==> src/fsp_cfg.svh <==
// fsp_cfg.svh - constants of the flash self-programming controller
// assumes: included by bare name after the package, one 50 MHz clock
`ifndef FSP_CFG_SVH
`define FSP_CFG_SVH

// ----------------------------------------------------------------------
// control register field positions
// ----------------------------------------------------------------------
`define FSP_BIT_SPE        0
`define FSP_BIT_ERASE      1
`define FSP_BIT_PWRITE     2
`define FSP_BIT_LOCKSET    3
`define FSP_BIT_REEN       4
`define FSP_BIT_RWWBUSY    6
`define FSP_CMD_W          5

// ----------------------------------------------------------------------
// accepted command patterns in the lower five bits, and the cleared value
// ----------------------------------------------------------------------
`define FSP_PAT_REEN       5'h11
`define FSP_PAT_LOCK       5'h09
`define FSP_PAT_PWRITE     5'h05
`define FSP_PAT_LOAD       5'h01
`define FSP_CMD_RST        5'h00

// ----------------------------------------------------------------------
// pointer values selecting fuse and lock bytes
// ----------------------------------------------------------------------
`define FSP_Z_FUSE_LOW     16'h0000
`define FSP_Z_LOCK         16'h0001
`define FSP_Z_FUSE_EXT     16'h0002
`define FSP_Z_FUSE_HIGH    16'h0003

// ----------------------------------------------------------------------
// byte layouts and reset values
// ----------------------------------------------------------------------
`define FSP_LOCK_LSB       2
`define FSP_LOCK_MSB       5
`define FSP_ONES2          2'h3
`define FSP_ONES4          4'hF
`define FSP_BYTE_ONES      8'hFF
`define FSP_BYTE_ZERO      8'h00
`define FSP_WORD_ZERO      16'h0000

// ----------------------------------------------------------------------
// timing
// ----------------------------------------------------------------------
`define FSP_SPM_WIN        4
`define FSP_LPM_WIN        3
`define FSP_CLK_PERIOD_NS  20
`define FSP_OP_MIN_NS      3700000
`define FSP_OP_MAX_NS      4500000
`define FSP_OP_CYCLES      ((`FSP_OP_MIN_NS + `FSP_CLK_PERIOD_NS - 1) / `FSP_CLK_PERIOD_NS)

`endif

==> src/fsp_pkg.sv <==
// fsp_pkg.sv - types shared by both ends of the self-programming link
// assumes: compiled before the interface and the modules
package fsp_pkg;

    // host-side command set
    typedef enum logic [2:0] {
        FSP_OP_LOAD   = 3'h0,
        FSP_OP_PWRITE = 3'h1,
        FSP_OP_LOCKWR = 3'h2,
        FSP_OP_REEN   = 3'h3,
        FSP_OP_READ   = 3'h4
    } fsp_cmd_t;

    // host sequencer states, one-hot
    typedef enum logic [4:0] {
        FSP_H_IDLE   = 5'h01,
        FSP_H_WAIT   = 5'h02,
        FSP_H_WRCTL  = 5'h04,
        FSP_H_ISSUE  = 5'h08,
        FSP_H_RESULT = 5'h10
    } fsp_hstate_t;

endpackage

==> src/fsp_if.sv <==
// fsp_if.sv - link between cpu core and flash self-programming control
// assumes: one clock shared by both ends, all signals synchronous
`timescale 1ns/100ps
interface fsp_if;
    logic        ctl_wr;      // control register write strobe
    logic [7:0]  ctl_wdata;   // control register write data
    logic [7:0]  ctl_rdata;   // control register contents
    logic        spm_req;     // store-program instruction strobe
    logic        lpm_req;     // load-program instruction strobe
    logic [15:0] z_ptr;       // pointer register
    logic [15:0] spm_data;    // r0 operand
    logic [7:0]  lpm_data;    // load-program result
    logic        lpm_valid;   // result strobe
    logic        rww_block;   // read-while-write section not readable
    logic        ee_busy;     // eeprom write in progress

    modport dev  (input ctl_wr, ctl_wdata, spm_req, lpm_req, z_ptr, spm_data,
                  output ctl_rdata, lpm_data, lpm_valid, rww_block, ee_busy);
    modport host (output ctl_wr, ctl_wdata, spm_req, lpm_req, z_ptr, spm_data,
                  input ctl_rdata, lpm_data, lpm_valid, rww_block, ee_busy);
endinterface

==> src/fsp_dev.sv <==
// fsp_dev.sv - flash self-programming control, device end
// assumes: cpu end on fsp_if, flash array and fuse storage on user ports
//
// Contract
// - page write blocks read-while-write section reads
// - busy flag high while section busy
// - software re-enables section before reading it
// - lock pattern plus store-program writes lock
// - zero bits in r0[5:2] program lock bits
// - pointer ignored; software pads r0 with ones
// - lock write leaves whole flash readable
// - eeprom write blocks programming and fuse reads
// - software checks eeprom busy before control write
// - armed load-program at 0x0001 returns lock bits
// - arm bits clear on read or timeout
// - unarmed load-program reads flash byte
// - armed read at 0x0000 returns fuse low
// - armed read at 0x0003 returns fuse high
// - armed read at 0x0002 returns extended fuse
// - programmed reads zero, unprogrammed reads one
// - write in progress survives reset
// - flash operations last 3.7 to 4.5 ms
// - software moves vectors or masks interrupts
// - enable arms store-program for four cycles
// - only accepted patterns change control bits
`timescale 1ns/100ps
`include "fsp_cfg.svh"

module fsp_dev
    import fsp_pkg::*;
#(
    parameter int CNT_W      = 18,
    parameter int OP_CYCLES  = `FSP_OP_CYCLES
) (
    // clock and resets
    input  wire logic        clk_sys,
    input  wire logic        rst,
    input  wire logic        por,
    // cpu side
    fsp_if.dev               bus,
    // flash array and nonvolatile storage
    input  wire logic [7:0]  flash_byte,
    input  wire logic        ee_write_busy,
    input  wire logic [3:0]  lock_bits,
    input  wire logic [7:0]  fuse_low,
    input  wire logic [7:0]  fuse_high,
    input  wire logic [3:0]  fuse_ext,
    output logic             buf_load_q,
    output logic             page_write_q,
    output logic             lock_write_q,
    output logic [15:0]      op_addr_q,
    output logic [15:0]      op_data_q,
    output logic             op_busy_q
);

    // ------------------------------------------------------------------
    // elaboration checks
    // ------------------------------------------------------------------
    if (OP_CYCLES < 1 || OP_CYCLES >= (2 ** CNT_W))
        $error("fsp_dev: OP_CYCLES does not fit CNT_W");
    if (`FSP_SPM_WIN <= `FSP_LPM_WIN)
        $error("fsp_dev: load window must be shorter than store window");

    // ------------------------------------------------------------------
    // state
    // ------------------------------------------------------------------
    localparam logic [CNT_W-1:0] OP_LOAD = CNT_W'(OP_CYCLES);
    localparam logic [2:0]       ARM_MAX = 3'(`FSP_SPM_WIN);
    localparam logic [2:0]       LPM_LIM = 3'(`FSP_SPM_WIN - `FSP_LPM_WIN);

    logic [`FSP_CMD_W-1:0] cmd_q;
    logic [2:0]            arm_q;
    logic                  rww_busy_q;
    logic [CNT_W-1:0]      op_cnt_q;
    logic                  op_page_q;
    logic                  ee_busy_q;
    logic [7:0]            ctl_rdata_q;
    logic [7:0]            lpm_data_q;
    logic                  lpm_valid_q;
    logic                  rww_block_q;

    // true when the written value is one of the accepted patterns
    function automatic logic pat_ok(input logic [`FSP_CMD_W-1:0] v);
        return (v == `FSP_PAT_REEN) || (v == `FSP_PAT_LOCK) ||
               (v == `FSP_PAT_PWRITE) || (v == `FSP_PAT_LOAD);
    endfunction

    // armed command decode, used by several processes
    function automatic logic is_cmd(input logic [`FSP_CMD_W-1:0] c,
                                    input logic [`FSP_CMD_W-1:0] pat);
        return c == pat;
    endfunction

    logic armed;
    logic op_run;
    logic ctl_take;
    logic spm_go;
    logic lpm_armed;
    logic op_done;

    assign armed     = (arm_q != 3'h0);
    assign op_run    = (op_cnt_q != '0);
    assign op_done   = (op_cnt_q == CNT_W'(1));
    // eeprom activity locks out every control write and armed read
    assign ctl_take  = bus.ctl_wr && !ee_busy_q && !op_run &&
                       pat_ok(bus.ctl_wdata[`FSP_CMD_W-1:0]);
    assign spm_go    = bus.spm_req && armed && !op_run;
    assign lpm_armed = bus.lpm_req && armed && (arm_q > LPM_LIM) && !ee_busy_q &&
                       is_cmd(cmd_q, `FSP_PAT_LOCK);

    // ------------------------------------------------------------------
    // eeprom busy, registered for the cpu and the lockout
    // ------------------------------------------------------------------
    always_ff @(posedge clk_sys) begin
        if (rst || por) begin
            ee_busy_q <= 1'b0;
        end else begin
            ee_busy_q <= ee_write_busy;
        end
    end

    // ------------------------------------------------------------------
    // arm window: four cycles for store, first three for load
    // ------------------------------------------------------------------
    always_ff @(posedge clk_sys) begin
        if (rst || por) begin
            arm_q <= 3'h0;
        end else if (ctl_take) begin
            arm_q <= ARM_MAX;
        end else if (spm_go || lpm_armed) begin
            arm_q <= 3'h0;
        end else if (armed) begin
            arm_q <= arm_q - 3'h1;
        end
    end

    // ------------------------------------------------------------------
    // command bits: held through a long operation, else auto-cleared
    // ------------------------------------------------------------------
    always_ff @(posedge clk_sys) begin
        if (por) begin
            cmd_q <= `FSP_CMD_RST;
        end else if (op_run) begin
            if (op_done) begin
                cmd_q <= `FSP_CMD_RST;
            end
        end else if (rst) begin
            cmd_q <= `FSP_CMD_RST;
        end else if (ctl_take) begin
            cmd_q <= bus.ctl_wdata[`FSP_CMD_W-1:0];
        end else if (lpm_armed) begin
            cmd_q <= `FSP_CMD_RST;
        end else if (spm_go) begin
            if (!is_cmd(cmd_q, `FSP_PAT_PWRITE) && !is_cmd(cmd_q, `FSP_PAT_LOCK)) begin
                cmd_q <= `FSP_CMD_RST;
            end
        end else if (arm_q == 3'h1) begin
            cmd_q <= `FSP_CMD_RST;
        end
    end

    // ------------------------------------------------------------------
    // operation timer; only power-on stops it, so a reset mid-write
    // still lets the flash finish its cycle
    // ------------------------------------------------------------------
    always_ff @(posedge clk_sys) begin
        if (por) begin
            op_cnt_q  <= '0;
            op_page_q <= 1'b0;
            op_addr_q <= `FSP_WORD_ZERO;
            op_data_q <= `FSP_WORD_ZERO;
        end else if (op_run) begin
            op_cnt_q <= op_cnt_q - CNT_W'(1);
        end else if (spm_go && is_cmd(cmd_q, `FSP_PAT_PWRITE)) begin
            op_cnt_q  <= OP_LOAD;
            op_page_q <= 1'b1;
            op_addr_q <= bus.z_ptr;
        end else if (spm_go && is_cmd(cmd_q, `FSP_PAT_LOCK)) begin
            op_cnt_q  <= OP_LOAD;
            op_page_q <= 1'b0;
            // new lock image: only zero bits program, pointer unused
            op_data_q <= {8'h00, `FSP_ONES2,
                          lock_bits & bus.spm_data[`FSP_LOCK_MSB:`FSP_LOCK_LSB],
                          `FSP_ONES2};
        end else if (spm_go && is_cmd(cmd_q, `FSP_PAT_LOAD)) begin
            op_addr_q <= bus.z_ptr;
            op_data_q <= bus.spm_data;
        end
    end

    // ------------------------------------------------------------------
    // strobes toward the flash array
    // ------------------------------------------------------------------
    always_ff @(posedge clk_sys) begin
        if (rst || por) begin
            buf_load_q   <= 1'b0;
            page_write_q <= 1'b0;
            lock_write_q <= 1'b0;
        end else begin
            buf_load_q   <= spm_go && is_cmd(cmd_q, `FSP_PAT_LOAD);
            page_write_q <= spm_go && is_cmd(cmd_q, `FSP_PAT_PWRITE);
            lock_write_q <= spm_go && is_cmd(cmd_q, `FSP_PAT_LOCK);
        end
    end

    // ------------------------------------------------------------------
    // busy flag and read blocking; the flag waits for re-enable even
    // after the array is done, so software sees one clear handover
    // ------------------------------------------------------------------
    always_ff @(posedge clk_sys) begin
        if (por) begin
            rww_busy_q  <= 1'b0;
            rww_block_q <= 1'b0;
            op_busy_q   <= 1'b0;
        end else begin
            op_busy_q <= op_run ? !op_done : spm_go &&
                         (is_cmd(cmd_q, `FSP_PAT_PWRITE) || is_cmd(cmd_q, `FSP_PAT_LOCK));
            if (spm_go && is_cmd(cmd_q, `FSP_PAT_PWRITE)) begin
                rww_busy_q  <= 1'b1;
                rww_block_q <= 1'b1;
            end else if (spm_go && is_cmd(cmd_q, `FSP_PAT_REEN)) begin
                rww_busy_q  <= 1'b0;
                rww_block_q <= 1'b0;
            end
        end
    end

    // ------------------------------------------------------------------
    // control register readback
    // ------------------------------------------------------------------
    always_ff @(posedge clk_sys) begin
        if (por) begin
            ctl_rdata_q <= `FSP_BYTE_ZERO;
        end else begin
            ctl_rdata_q <= `FSP_BYTE_ZERO;
            ctl_rdata_q[`FSP_CMD_W-1:0]      <= cmd_q;
            ctl_rdata_q[`FSP_BIT_RWWBUSY]    <= rww_busy_q;
        end
    end

    // ------------------------------------------------------------------
    // load-program answer: fuse or lock byte when armed, else flash
    // ------------------------------------------------------------------
    always_ff @(posedge clk_sys) begin
        if (rst || por) begin
            lpm_valid_q <= 1'b0;
            lpm_data_q  <= `FSP_BYTE_ZERO;
        end else begin
            lpm_valid_q <= bus.lpm_req;
            if (lpm_armed) begin
                // stored bits are already zero when programmed
                unique case (bus.z_ptr)
                    `FSP_Z_LOCK:      lpm_data_q <= {`FSP_ONES2, lock_bits,
                                                     `FSP_ONES2};
                    `FSP_Z_FUSE_LOW:  lpm_data_q <= fuse_low;
                    `FSP_Z_FUSE_HIGH: lpm_data_q <= fuse_high;
                    `FSP_Z_FUSE_EXT:  lpm_data_q <= {`FSP_ONES4, fuse_ext};
                    default:          lpm_data_q <= `FSP_BYTE_ONES;
                endcase
            end else if (bus.lpm_req) begin
                lpm_data_q <= flash_byte;
            end
        end
    end

    // ------------------------------------------------------------------
    // link outputs
    // ------------------------------------------------------------------
    assign bus.ctl_rdata = ctl_rdata_q;
    assign bus.lpm_data  = lpm_data_q;
    assign bus.lpm_valid = lpm_valid_q;
    assign bus.rww_block = rww_block_q;
    assign bus.ee_busy   = ee_busy_q;

endmodule // fsp_dev

==> src/flat_wrapper.sv <==
// flat-port wrapper written by rule: the top's interface ports become plain ports
module fsp_dev_flat import fsp_pkg::*;
#(
    parameter int CNT_W      = 18,
    parameter int OP_CYCLES  = `FSP_OP_CYCLES
)
  (clk_sys, rst, por, flash_byte, ee_write_busy, lock_bits, fuse_low, fuse_high, fuse_ext, buf_load_q, page_write_q, lock_write_q, op_addr_q, op_data_q, op_busy_q, bus_ctl_wr, bus_ctl_wdata, bus_spm_req, bus_lpm_req, bus_z_ptr, bus_spm_data, bus_ctl_rdata, bus_lpm_data, bus_lpm_valid, bus_rww_block, bus_ee_busy);
  fsp_if bus_i ();
  input  wire logic clk_sys;
  input  wire logic rst;
  input  wire logic por;
  input  wire logic [7:0] flash_byte;
  input  wire logic ee_write_busy;
  input  wire logic [3:0] lock_bits;
  input  wire logic [7:0] fuse_low;
  input  wire logic [7:0] fuse_high;
  input  wire logic [3:0] fuse_ext;
  output logic buf_load_q;
  output logic page_write_q;
  output logic lock_write_q;
  output logic [15:0] op_addr_q;
  output logic [15:0] op_data_q;
  output logic op_busy_q;
  input wire logic [$bits(bus_i.ctl_wr)-1:0] bus_ctl_wr;
  input wire logic [$bits(bus_i.ctl_wdata)-1:0] bus_ctl_wdata;
  input wire logic [$bits(bus_i.spm_req)-1:0] bus_spm_req;
  input wire logic [$bits(bus_i.lpm_req)-1:0] bus_lpm_req;
  input wire logic [$bits(bus_i.z_ptr)-1:0] bus_z_ptr;
  input wire logic [$bits(bus_i.spm_data)-1:0] bus_spm_data;
  output wire logic [$bits(bus_i.ctl_rdata)-1:0] bus_ctl_rdata;
  output wire logic [$bits(bus_i.lpm_data)-1:0] bus_lpm_data;
  output wire logic [$bits(bus_i.lpm_valid)-1:0] bus_lpm_valid;
  output wire logic [$bits(bus_i.rww_block)-1:0] bus_rww_block;
  output wire logic [$bits(bus_i.ee_busy)-1:0] bus_ee_busy;
  assign bus_i.ctl_wr = bus_ctl_wr;
  assign bus_i.ctl_wdata = bus_ctl_wdata;
  assign bus_i.spm_req = bus_spm_req;
  assign bus_i.lpm_req = bus_lpm_req;
  assign bus_i.z_ptr = bus_z_ptr;
  assign bus_i.spm_data = bus_spm_data;
  assign bus_ctl_rdata = bus_i.ctl_rdata;
  assign bus_lpm_data = bus_i.lpm_data;
  assign bus_lpm_valid = bus_i.lpm_valid;
  assign bus_rww_block = bus_i.rww_block;
  assign bus_ee_busy = bus_i.ee_busy;
  fsp_dev #(.CNT_W(CNT_W), .OP_CYCLES(OP_CYCLES)) u_core (.clk_sys(clk_sys), .rst(rst), .por(por), .bus(bus_i), .flash_byte(flash_byte), .ee_write_busy(ee_write_busy), .lock_bits(lock_bits), .fuse_low(fuse_low), .fuse_high(fuse_high), .fuse_ext(fuse_ext), .buf_load_q(buf_load_q), .page_write_q(page_write_q), .lock_write_q(lock_write_q), .op_addr_q(op_addr_q), .op_data_q(op_data_q), .op_busy_q(op_busy_q));
endmodule
==> config.mk <==
export PLATFORM = sky130hd
export DESIGN_NAME = fsp_dev_flat
export DESIGN_NICKNAME = d
export VERILOG_FILES = /design/src/fsp_pkg.sv /design/src/fsp_if.sv /design/src/fsp_dev.sv /design/src/flat_wrapper.sv
export VERILOG_INCLUDE_DIRS = /design/src
export SDC_FILE = /design/constraint.sdc
export NUM_CORES = 1
export LEC_CHECK = 0
export BUFFER_PORTS_ARGS = -buffer_cell sky130_fd_sc_hd__buf_2
export CELL_PAD_IN_SITES_DETAIL_PLACEMENT = 1
export CELL_PAD_IN_SITES_GLOBAL_PLACEMENT = 2
export CORE_MARGIN = 2
export CORE_UTILIZATION = 30
export CTS_CLUSTER_DIAMETER = 60
export DETAILED_ROUTE_END_ITERATION = 8
export GPL_TIMING_DRIVEN = 0
export PLACE_DENSITY = 0.81
export SLEW_MARGIN = 10
export SYNTH_ARGS = -nofsm -noshare
export SYNTH_HDL_FRONTEND = slang
export SYNTH_SLANG_ARGS = --single-unit
export TNS_END_PERCENT = 10
==> constraint.sdc <==
create_clock -name clk_sys -period 5 [get_ports clk_sys]
set_input_delay 1 -clock clk_sys [delete_from_list [all_inputs] [get_ports clk_sys]]
set_output_delay 1 -clock clk_sys [all_outputs]
set_load 0.02 [all_outputs]
# Word level (Yosys, flattened, before mapping)
# Cells that the tools add are included.
dict set report classes {
  n_addsub 2
  multipliers 0
  n_div 0
  magnitude_cmp 1
  n_eq_ne 16
  n_shift 0
  n_mux 25
  n_bitwise 3
  reduce_logical 40
}
# operator count
set ops {}
lappend ops {{$mux W16} 5}
lappend ops {{$mux W18} 3}
lappend ops {{$mux W5} 8}
lappend ops {{$eq A16 B2 Y1 const B} 2}
lappend ops {{$pmux W8 S4} 1}
lappend ops {{$eq A18 B1 Y1 const B} 1}
lappend ops {{$reduce_bool A18 Y1} 1}
lappend ops {{$sub A18 B1 Y18 const B} 1}
lappend ops {{$eq A16 B1 Y1 const B} 1}
lappend ops {{$logic_not A16 Y1} 1}
lappend ops {{$mux W8} 2}
lappend ops {{$logic_and A1 B1 Y1} 15}
lappend ops {{$eq A5 B1 Y1 const B} 2}
lappend ops {{$eq A5 B3 Y1 const B} 2}
lappend ops {{$eq A5 B4 Y1 const B} 2}
lappend ops {{$eq A5 B5 Y1 const B} 2}
lappend ops {{$mux W3} 3}
lappend ops {{$reduce_and A3 Y1} 3}
lappend ops {{$reduce_bool A3 Y1} 3}
lappend ops {{$reduce_bool A2 Y1} 4}
lappend ops {{$logic_or A1 B1 Y1} 6}
lappend ops {{$ne A6 B4 Y1 const B} 1}
lappend ops {{$reduce_bool A6 Y1} 1}
lappend ops {{$logic_not A1 Y1} 5}
lappend ops {{8 further kinds} 12}
dict set report word_totals {
  register_bits 81
  latch_bits 0
  mem_bits_rw 0
  romBits 0
  in_bits 79
  output_inout_bits 55
  elab_cells 103
  n_memories 0
}

# Logic depth before layout (Yosys ltp)
# Gate-level depths: netlist (run 1).
dict set report logic_depth {
  ltp_word 9
  ltp_mapped 8
  ltp_nobuf 7
}

# Least setup slack after synthesis (run 1)
# OpenSTA, ideal clock, no wires.
dict set report synth_path {
  path_type {input -> register}
  startpoint {input bus_lpm_req}
  endpoint {register u_core.arm_q[2]}
  setup_ps 123
  t_arrival_ps 2107
  t_required_ps 4877
  path_slack_ps 2769
  stages 7
  path_buffers 2
  cell_sequence {clkbuf_1 -> nand2_1 -> nor3_1 -> and2_1 -> buf_2 -> nor4_1 -> or2_2}
}
dict set report synth_via {
  elab_chain_len 7
  elab_cells_between_ends 8
  classes_between {mux: 2; reduce/logical: 6}
}
# element line_no
set synth_lines {}
lappend synth_lines {{from (decl)} flat_wrapper.sv:27} ;# input wire logic [$bits(bus_i.lpm_req)-1:0] bus_lpm_req;
lappend synth_lines {{$logic_and A1 B1 Y1 * (4 in series)} fsp_dev.sv:108} ;# assign lpm_armed = bus.lpm_req && armed && (arm_q > LPM_LIM) && !ee_busy_q &&
lappend synth_lines {{$logic_or A1 B1 Y1 *} fsp_dev.sv:130} ;# end else if (spm_go || lpm_armed) begin
lappend synth_lines {{$mux W3} fsp_dev.sv:130}
lappend synth_lines {{$mux W3} fsp_dev.sv:128} ;# end else if (ctl_take) begin
lappend synth_lines {{to (signal assigned)} fsp_dev.sv:133} ;# arm_q <= arm_q - 3'h1;
lappend synth_lines {{to (decl)} fsp_dev.sv:72} ;# logic [2:0] arm_q;
# Mark *: on every way between the ends. The rest lies on a longest branch, timed or not.
# A chain may end at the register's enable or synchronous reset.

# Worst setup path in the final report (run 1)
dict set report layout_path {
  startpoint {register u_core.op_cnt_q[0]}
  endpoint {register u_core.op_cnt_q[5]}
}
dict set report layout_via {
  elab_chain_len 6
  elab_cells_between_ends 9
  classes_between {add/sub: 1; mux: 2; reduce/logical: 6}
}
# element line_no
set layout_lines {}
lappend layout_lines {{from (decl)} fsp_dev.sv:74} ;# logic [CNT_W-1:0] op_cnt_q;
lappend layout_lines {{from (signal assigned)} fsp_dev.sv:173} ;# op_cnt_q <= op_cnt_q - CNT_W'(1);
lappend layout_lines {{parallel branches: the longest is 6 deep, another holds $sub A18 B1 Y18} -}
# Several ways; the timed one is not identified.

==> results.md, run 1 <==
- Entering global routing, the biggest net connects 14 pins.
- In this run the horizontal extent of the chip is ~110 µm.
- The total area inside the core boundary comes to between 10000 and 15000 µm².
- The filler-free cell count of the finished design is 686.
- The wire length of the first global-routing pass is around 18 mm.
- The share of the cycle needed by the critical path after routing is between 50 and 60%.
- For the pin with the worst max-slew slack, the measured transition is roughly 910 ps.
- The top cell type's share of synthesized area is 43.8%.
- The worst hold path begins at u_core.op_addr_q[1].
- The worst pin sits at a relative slew slack of between 30% and 40%.
- Max-cap violations in this run came to 0.
- Setup violations remaining at the end of the flow were counted as 0.
- Compared with the post-synthesis result, the final layout area differs by 31.7%.
- The routability congestion estimate is roughly 0.84.
- For this design the static power due to leakage is between 1.5 and 2 nW.
- Once detail routing completed, the nets flagged for antenna violations numbered 0.
- Detailed routing placed a total of 5.52 mm of wire on met2.
- The worst setup slack for register-to-register paths is roughly 2500 ps.
- The aggregate routed wire length is between 10 and 15 mm.
- Traced cell by cell, the critical path runs through inv_1, ha_1, clkbuf_1, and2_1, a31oi_1, a211oi_1, a311oi_1.
- The clock edge transition at the registers on the reported setup and hold paths is roughly 60 ps.
- The total power divided by cell area is 498 nW/µm².
- The floorplan has 40 rows.
- Cells fill between 40% and 50% of the core in the end.
- The number of global-route vias before repair is 3638.
- After synthesis, the cell types taking the most area are sky130_fd_sc_hd__dfxtp_1 44%, sky130_fd_sc_hd__a21oi_1 4.9%, sky130_fd_sc_hd__nand2_1 4.8%.
- Detailed routing placed a total of about 490 µm of wire on met3.
- The first-iteration detailed-routing DRC count is ~130.
- Setup repair after global routing left no endpoint under its margin.
- The leading register cell type out of synthesis is sky130_fd_sc_hd__dfxtp_1.
- The count of buffers from port buffering is approximately 130.
- In this run, distinct cell masters in the synthesized netlist total 57.
- The global-route usage over all layers is 17.7%.
- At the worst endpoint, the arrival time is 2770 ps.
- The detailed-route via count is approximately 3500.
- The repair_antennas step left the layout with diodes totalling 0.
- In the routed layout, each cell is associated on average with a via count of between 5 and 6.
- The proportion of register bits with asynchronous set or reset after synthesis is 0%.
- The hold buffer count at CTS is 0.
- Once the clock tree was built, the resizer swapped 0 gates to a different size.
- After layout, the worst setup slack is 2460 ps.
- In this run the worst path has a maximum fanout of 10.
- The worst-case IR drop observed on VDD is approximately 0.20 mV.
- The routed length on met1 is about 5.1 mm.
- After the last flow step, the layout net total stands at between 600 and 700.
- The netlist area before placement is approximately 3600 µm².
- The buffer type at the clock tree root is sky130_fd_sc_hd__clkbuf_16.
- The final max-slew violation count is 0.
- The die is between 100 and 150 µm tall.
- Of the cells placed in the final design, the portion with a size suffix greater than 1 is a little under a third.
- The number of warnings issued by yosys is 0.
- The final hold slack is ~450 ps.
- The synthesized design contains 0 enable-type register cells.
- The worst setup path is launched from a flop.
- The final clock skew is roughly 8.4 ps.
- The critical path's slowest cell is sky130_fd_sc_hd__a31oi_1.
- The initial standard-cell utilization of the core is between 30% and 40%.
- The leading cell type by number of instances after synthesis is sky130_fd_sc_hd__dfxtp_1.
- The run finished with clean final reports.
- The path with the worst hold slack has its endpoint at u_core.op_addr_q[1].
- The worst min-delay path category is flop to flop.
- The highest layer touched by signal routing is met4.
- The sequential share of the synthesized area is between 40% and 50%.
- Counting every sink on the clock net gives 79.
- Once placement completed, the tool counted placed cells totaling 670.
- The power after layout is 2.37 mW.
- In this run the critical register-to-register path is launched from u_core.op_cnt_q[0].
- The TritonCTS clock tree is done.
- Once detailed placement completed, the half-perimeter wirelength came to 8.71 mm.
- Post-CTS timing repair inserted 0 buffers for setup.
- Counting instances, the worst hold path has a depth of 2.
- The post-route setup TNS is 0 ps.
- The clock insertion delay at the later pin of the skew report is approximately 340 ps.
- The longest individual stage delay on the worst path is ~750 ps.
- The worst reg2reg path endpoint is u_core.op_cnt_q[5].
- The clock passes through at most 2 buffers.
- The worst setup timing slack at the placement stage is between 2000 and 2500 ps.
- STA classifies the critical path endpoint as a flop.
- The floorplan step defined a die boundary enclosing roughly 13000 µm².
- The path type of the worst setup path is flop to flop.
- Timing would allow up to ~0.39 GHz.
- The minimum period implied by the final worst setup slack is 2540 ps.
- CTS built an H-tree with a depth of 3.
- The wire length per cell is ~17 µm.
- The final hold violation count is 0.
- The number of clock buffers added by TritonCTS is 9.
- For the worst setup path, the data required time is roughly 5200 ps.
- The number of iterations in the first detailed-routing pass is 4.
- The cell area after placement is approximately 4400 µm².
- sky130_fd_sc_hd__dfxtp_1 takes more of the synthesized area than any other cell.
- In this run the mean area of a mapped cell was ~9 µm².
- The cell count after synthesis came out at 397.
- The boundary pin count is between 100 and 150.
- After routing the design area is ~4800 µm².
- The post-route DRC violation count is 0.
- After synthesis the netlist holds a flip-flop and latch count of 79.
- The total overflow left after global routing is 0.
- The number of antenna violations at the first check in global routing came to 0.
- The commonest cells after synthesis are 79 x sky130_fd_sc_hd__dfxtp_1, 46 x sky130_fd_sc_hd__nand2_1, 35 x sky130_fd_sc_hd__a21oi_1, 26 x sky130_fd_sc_hd__nor2_1.
- Counting cells, the worst reg-to-reg path comes to 7.
-- cells in the final DEF (no fill, tap or decap), types with 9 or more instances in the layout --
cell	synthesis	final
sky130_fd_sc_hd__nand2b_1	16	16
sky130_fd_sc_hd__buf_2	6	131
sky130_fd_sc_hd__nor3_1	16	16
sky130_fd_sc_hd__clkbuf_16	0	9
sky130_fd_sc_hd__inv_1	12	12
sky130_fd_sc_hd__o21ai_0	9	9
sky130_fd_sc_hd__a21oi_1	35	35
sky130_fd_sc_hd__dfxtp_1	79	79
sky130_fd_sc_hd__nor2_1	26	26
sky130_fd_sc_hd__clkbuf_1	14	15
sky130_fd_sc_hd__nand2_1	46	46
-- sequential cells by signal, indices dropped and copies added, names as in the netlist --
| register | cells |
|---|---|
| u_core.rww_busy_q | 1 |
| u_core.bus.ctl_rdata | 6 |
| u_core.cmd_q | 5 |
| u_core.bus.lpm_valid | 1 |
| u_core.buf_load_q | 1 |
| u_core.op_addr_q | 16 |
| u_core.lock_write_q | 1 |
| u_core.bus.lpm_data | 8 |
| u_core.op_cnt_q | 18 |
| u_core.arm_q | 3 |
| u_core.page_write_q | 1 |
| u_core.bus.ee_busy | 1 |
| u_core.op_busy_q | 1 |
| u_core.op_data_q | 16 |
-- layout make-up --
class	instances	area, µm²
plain buffers	22	97.6
clock buffers	12	256
clock inverters	4	76.3
fillers	1434	7100
inverters	12	45.0
multi-input cells	285	1890
flip-flops and latches	79	1580
well taps	147	184
repair buffers	125	626
-- routing by layer --
metal  up-vias  GRT usage, %
met5         -             0
li1       1727             -
met2        92          30.1
met4         0          6.83
met3        21          3.83
met1      1680          21.9
-- how the worst max path moves through the flow --
stage	to	depth (start not counted)	startpoint	slack [ps]
finish	u_core.op_cnt_q[5]	7	u_core.op_cnt_q[0]	2460
global route	u_core.op_cnt_q[3]	7	u_core.op_cnt_q[0]	2180
CTS	u_core.op_cnt_q[5]	7	u_core.op_cnt_q[0]	2410
detailed placement	u_core.bus.lpm_data[3]	6	bus_lpm_req	2350
global placement	u_core.bus.lpm_data[6]	6	bus_lpm_req	2400
floorplan	u_core.arm_q[2]	7	bus_lpm_req	2770
-- where the power goes --
| part | total, mW | internal (mW) | switching [mW] |
|---|---|---|---|
| Combinational | 0.845 | 0.305 | 0.540 |
| Sequential | 0.798 | 0.702 | 0.0960 |
| Clock | 0.728 | 0.467 | 0.261 |
-- logic make-up (layout without fill, tap and decap cells) --
| group | after synthesis | in the layout | synth area share (%) |
|---|---|---|---|
| flops | 79 | 79 | 43.8 |
| xor+xnor | 9 | 9 | 2.18 |
| mux | 8 | 8 | 3.01 |
| other cells | 1 | 2 | 0.104 |
| buf+inv | 34 | 175 | 3.95 |
| compound gates | 97 | 97 | 18.4 |
| simple gates | 163 | 163 | 26.5 |
| fa+ha+maj | 6 | 6 | 2.01 |
-- critical path, delay by kind of cell, from the launching register on --
family / cells / cell delay, ps
DFF: 1 / 390
adders and majority gates: 1 / 250
and+or+nand+nor: 1 / 250
buffers and inverters: 2 / 330
AOI/OAI and AO/OA: 3 / 1230
(Power assumes the default switching activity.)
==> run 2: changes to the inputs <==
ABC_AREA = 1   (was not set)
CORE_UTILIZATION = 26   (was 30)
PLACE_DENSITY = 0.75   (was 0.81)
clock period = 2.7 ns   (was 5 ns; I/O delays follow)
==> run 2 against run 1 <==
Compared with the run above: utilization shrank 5.2 points; worst setup slack got worse by 2000 ps; clock power increased by 110%; register-to-register slack got worse by 2000 ps; fmax increased by 14%; via count rose by 10%; cell count is 25% higher; design area up 5.5%; largest cell class unchanged.
==> results.md, run 2 <==
- The remaining max-slew budget at the tightest pin was 53.5% (+14 points).
- The netlist area before placement is 3780 µm² (+4.7%).
- The library cell used most frequently in the layout, excluding fill and tap cells, is sky130_fd_sc_hd__buf_2.
- The number of cell rows is 44 (+10%).
- The initial standard-cell utilization of the core came to 26.3% (-4.1 points).
- The element type at the critical path end is a flop.
- The top cell type by total area after synthesis is sky130_fd_sc_hd__dfxtp_1.
- The number of global-route vias before repair is 4111 (+13%).
- For this run, the leading register cell type out of synthesis is sky130_fd_sc_hd__dfxtp_1.
- The wire length per cell is 14.2 µm (-15%).
- The worst-case vdd ir drop is 0.359 mV (+78%).
- The synthesized instance count was 525 (+32%).
- The count of buffers from port buffering is 128 (+2.4%).
- The final max-slew violation count is 0 (unchanged).
- The post-route setup TNS is 0 ps (unchanged).
- The detailed-placement wirelength estimate is 9.62 mm (+11%).
- The total power divided by cell area is 813 nW/µm² (+63%).
- The number of antenna violations at the first check in global routing is 3 (+3).
- The data arrival time of the critical path is 2460 ps (-310 ps).
- The boundary pin count was 134 (unchanged).
- The die height is 125 µm (+9.6%).
- The routability congestion estimate is 0.838 (-0.29%).
- The count of cell types in the netlist came to 36 (-37%).
- The worst setup path is launched from a flop.
- The CTS buffer count came to 9 (unchanged).
- The buffer count from post-CTS setup fixing is 0 (unchanged).
- The post-CTS resize count is 0 (unchanged).
- The detailed-route via count is 3880 (+10%).
- The biggest fanout along the worst timing path is 8 (-2).
- The worst setup timing slack at the placement stage is 448 ps (-1900 ps).
- The count of nets left with antenna violations after detail routing is 0 (unchanged).
- The leakage power was 2.43 nW (+23%).
- The number of maximum-capacitance constraint violations is 0 (unchanged).
- The library cells used most frequently in the layout, excluding fill and tap cells, are 132 x sky130_fd_sc_hd__buf_2, 109 x sky130_fd_sc_hd__nor2_1, 93 x sky130_fd_sc_hd__nand2_1.
- The total number of H-tree levels is 3 (unchanged).
- The top cell type's share of synthesized area is 41.8% (-2.0 points).
- TritonCTS built the clock tree.
- Yosys attributes the largest share of cell area to sky130_fd_sc_hd__dfxtp_1 42%, sky130_fd_sc_hd__nor2_1 11%, sky130_fd_sc_hd__nand2_1 9.2%.
- The highest attainable clock frequency is 0.450 GHz (+14%).
- The number of clock sinks came to 79 (unchanged).
- The first-iteration detailed-routing DRC count is 100 (-25%).
- The transition time at the pin with the least slew margin is 695 ps (-213 ps).
- The worst-case clock buffer depth is 2 (unchanged).
- The die width is 125 µm (+9.6%).
- The final clock skew is 6.78 ps (-1.60 ps).
- The worst min-delay path category is primary input to flop.
- The floorplan core area is 14400 µm² (+21%).
- The proportion of register bits with asynchronous set or reset after synthesis is 0% (unchanged).
- The mean instance size in the synthesized netlist is 7.20 µm² (-21%).
- The maximum number of pins on one net before global-route repair is 14 (unchanged).
- The post-detailed-route via-to-cell ratio is 4.54 (-12%).
- The clock insertion delay at the later pin of the skew report was 350 ps (about the same).
- The net count reported at finish is 749 (+21%).
- The number of register bits inferred by synthesis was 79 (unchanged).
- The share of layout cells above drive strength 1 is 27.8% (-3.4 points).
- The hold buffer count at CTS is 0 (unchanged).
- The number of flip-flops in the largest register is 18 (unchanged).
- The count of flip-flops with a built-in enable after synthesis is 0 (unchanged).
- The minimum period implied by the final worst setup slack is 2220 ps (-318 ps).
- The area taken by flip-flops and latches is 1580 µm² (unchanged).
- Setup repair after global routing left no endpoint under its margin.
- The flow ran to the end, and the final reports show no timing, DRC or antenna violations.
- Ranked by flip-flop count, first place goes to u_core.op_cnt_q.
- The largest registers in the layout are u_core.op_cnt_q: 18 flops, u_core.op_addr_q: 16 flops, u_core.op_data_q: 16 flops.
- The number of setup violations in the final report was 0 (unchanged).
- The wire length of the first global-routing pass is 20.2 mm (+12%).
- The fill cell total of the finished layout is 1815 (+27%).
- The floorplan die area came to 15500 µm² (+20%).
- The filler-free cell count of the finished design came to 855 (+25%).
- Counting instances in the post-synthesis netlist gives the leading cell types as 109 x sky130_fd_sc_hd__nor2_1, 93 x sky130_fd_sc_hd__nand2_1, 79 x sky130_fd_sc_hd__dfxtp_1, 38 x sky130_fd_sc_hd__nand3_1, 36 x sky130_fd_sc_hd__inv_1.
- The layout overhead on the synthesized area is 32.8%.
- The least setup slack across all paths after layout is 479 ps (-1980 ps).
- The clock edge transition at the registers on the reported setup and hold paths is 60 ps (about the same).
- The placed instance count is 838 (+25%).
- The global-route usage over all layers is 16.3% (-1.4 points).
- The number of iterations in the first detailed-routing pass is 4 (unchanged).
- The share of the cycle needed by the critical path after routing is 82.2% (+31 points).
- The buffer type at the clock tree root is sky130_fd_sc_hd__clkbuf_16.
- The sequential share of the synthesized area is 41.8% (-2.0 points).
- The aggregate routed wire length is 12.1 mm (+6.6%).
- The power after layout is 4.08 mW (+72%).
- By startpoint and endpoint, the worst setup path is classified as flop to flop.
- The leading cell type by number of instances after synthesis is sky130_fd_sc_hd__nor2_1.
- The worst path required time is 2940 ps (-2290 ps).
- The final hold violation count is 0 (unchanged).
- The post-route DRC violation count is 0 (unchanged).
- The total congestion overflow is 0 (unchanged).
- The combined area of the multi-input logic cells is 1950 µm² (+3.0%).
- The number of warnings issued by yosys came to 0 (unchanged).
[run 2: changes by cell type after synthesis, sizes merged, moves of 7 or more]
cell | previous run | this run
nor2 | 26 | 125
nand2 | 46 | 100
nand3 | 8 | 39
o21ai | 9 | 37
inv | 12 | 38
nand2b | 16 | 0
nand4 | 3 | 17
nor4 | 13 | 0
a21oi | 35 | 26
a22o | 8 | 0
o221ai | 8 | 0
clkbuf | 14 | 7
[run 2: final cells by class]
type,count,area share [%]
Antenna cell,1,0.0499
Buffer,16,1.97
Clock buffer,10,4.56
Clock inverter,6,2.64
Inverter,40,3.09
Multi-Input combinational cell,391,38.8
Sequential cell,79,31.5
Tap cell,184,4.59
Timing Repair Buffer,128,12.8
[run 2: worst paths after layout]
kind	start	endpoint	slack (ps)	cells after the start
max	u_core.op_cnt_q[0]	u_core.cmd_q[4]	480	11
max reg2reg	u_core.op_cnt_q[0]	u_core.cmd_q[4]	480	11
min	rst	u_core.page_write_q	420	2
min reg2reg	u_core.cmd_q[0]	u_core.bus.ctl_rdata[0]	450	2
[run 2: where the power goes]
group,switching (mW),internal (mW)
sequential,0.106,1.29
combinational,0.742,0.443
clock,0.503,0.995
total,1.35,2.73
[run 2: stage by stage]
stage	area [µm²]	hold WS [ps]	util [%]
2_1_floorplan	3780	423	-
3_3_place_gp	4650	447	32.4
3_5_place_dp	4650	447	32.4
4_1_cts	5020	414	34.9
5_1_grt	5020	428	34.9
6_report	5020	423	34.9
[run 2: logic make-up (layout without fill, tap and decap cells)]
logic type / after synthesis / count (layout) / synth area share [%]
AO/OA/AOI/OAI: 66 / 66 / 9.04
buffers and inverters: 56 / 200 / 6.72
XOR/XNOR: 15 / 15 / 3.48
other: 1 / 3 / 0.0992
adder cells (fa/ha/maj): 5 / 5 / 1.66
AND/OR/NAND/NOR: 303 / 303 / 37.2
flip-flops: 79 / 79 / 41.8
[run 2: layer usage]
layer,track usage (%),routed length (µm)
met1,18.2,5140
met2,27.9,5760
met3,7.00,964
met4,5.29,223
met5,0,27
[run 2: critical path, stage by stage, from the launching register on]
cell and delay [ps]:
sky130_fd_sc_hd__dfxtp_1 370, sky130_fd_sc_hd__inv_1 130, sky130_fd_sc_hd__ha_1 260, sky130_fd_sc_hd__nand2_2 130
sky130_fd_sc_hd__nor2_4 170, sky130_fd_sc_hd__nand3_4 150, sky130_fd_sc_hd__inv_1 260, sky130_fd_sc_hd__nand2_1 170
sky130_fd_sc_hd__nand2_1 100, sky130_fd_sc_hd__nand3_1 190, sky130_fd_sc_hd__nand3_1 140, sky130_fd_sc_hd__nand2_1 50
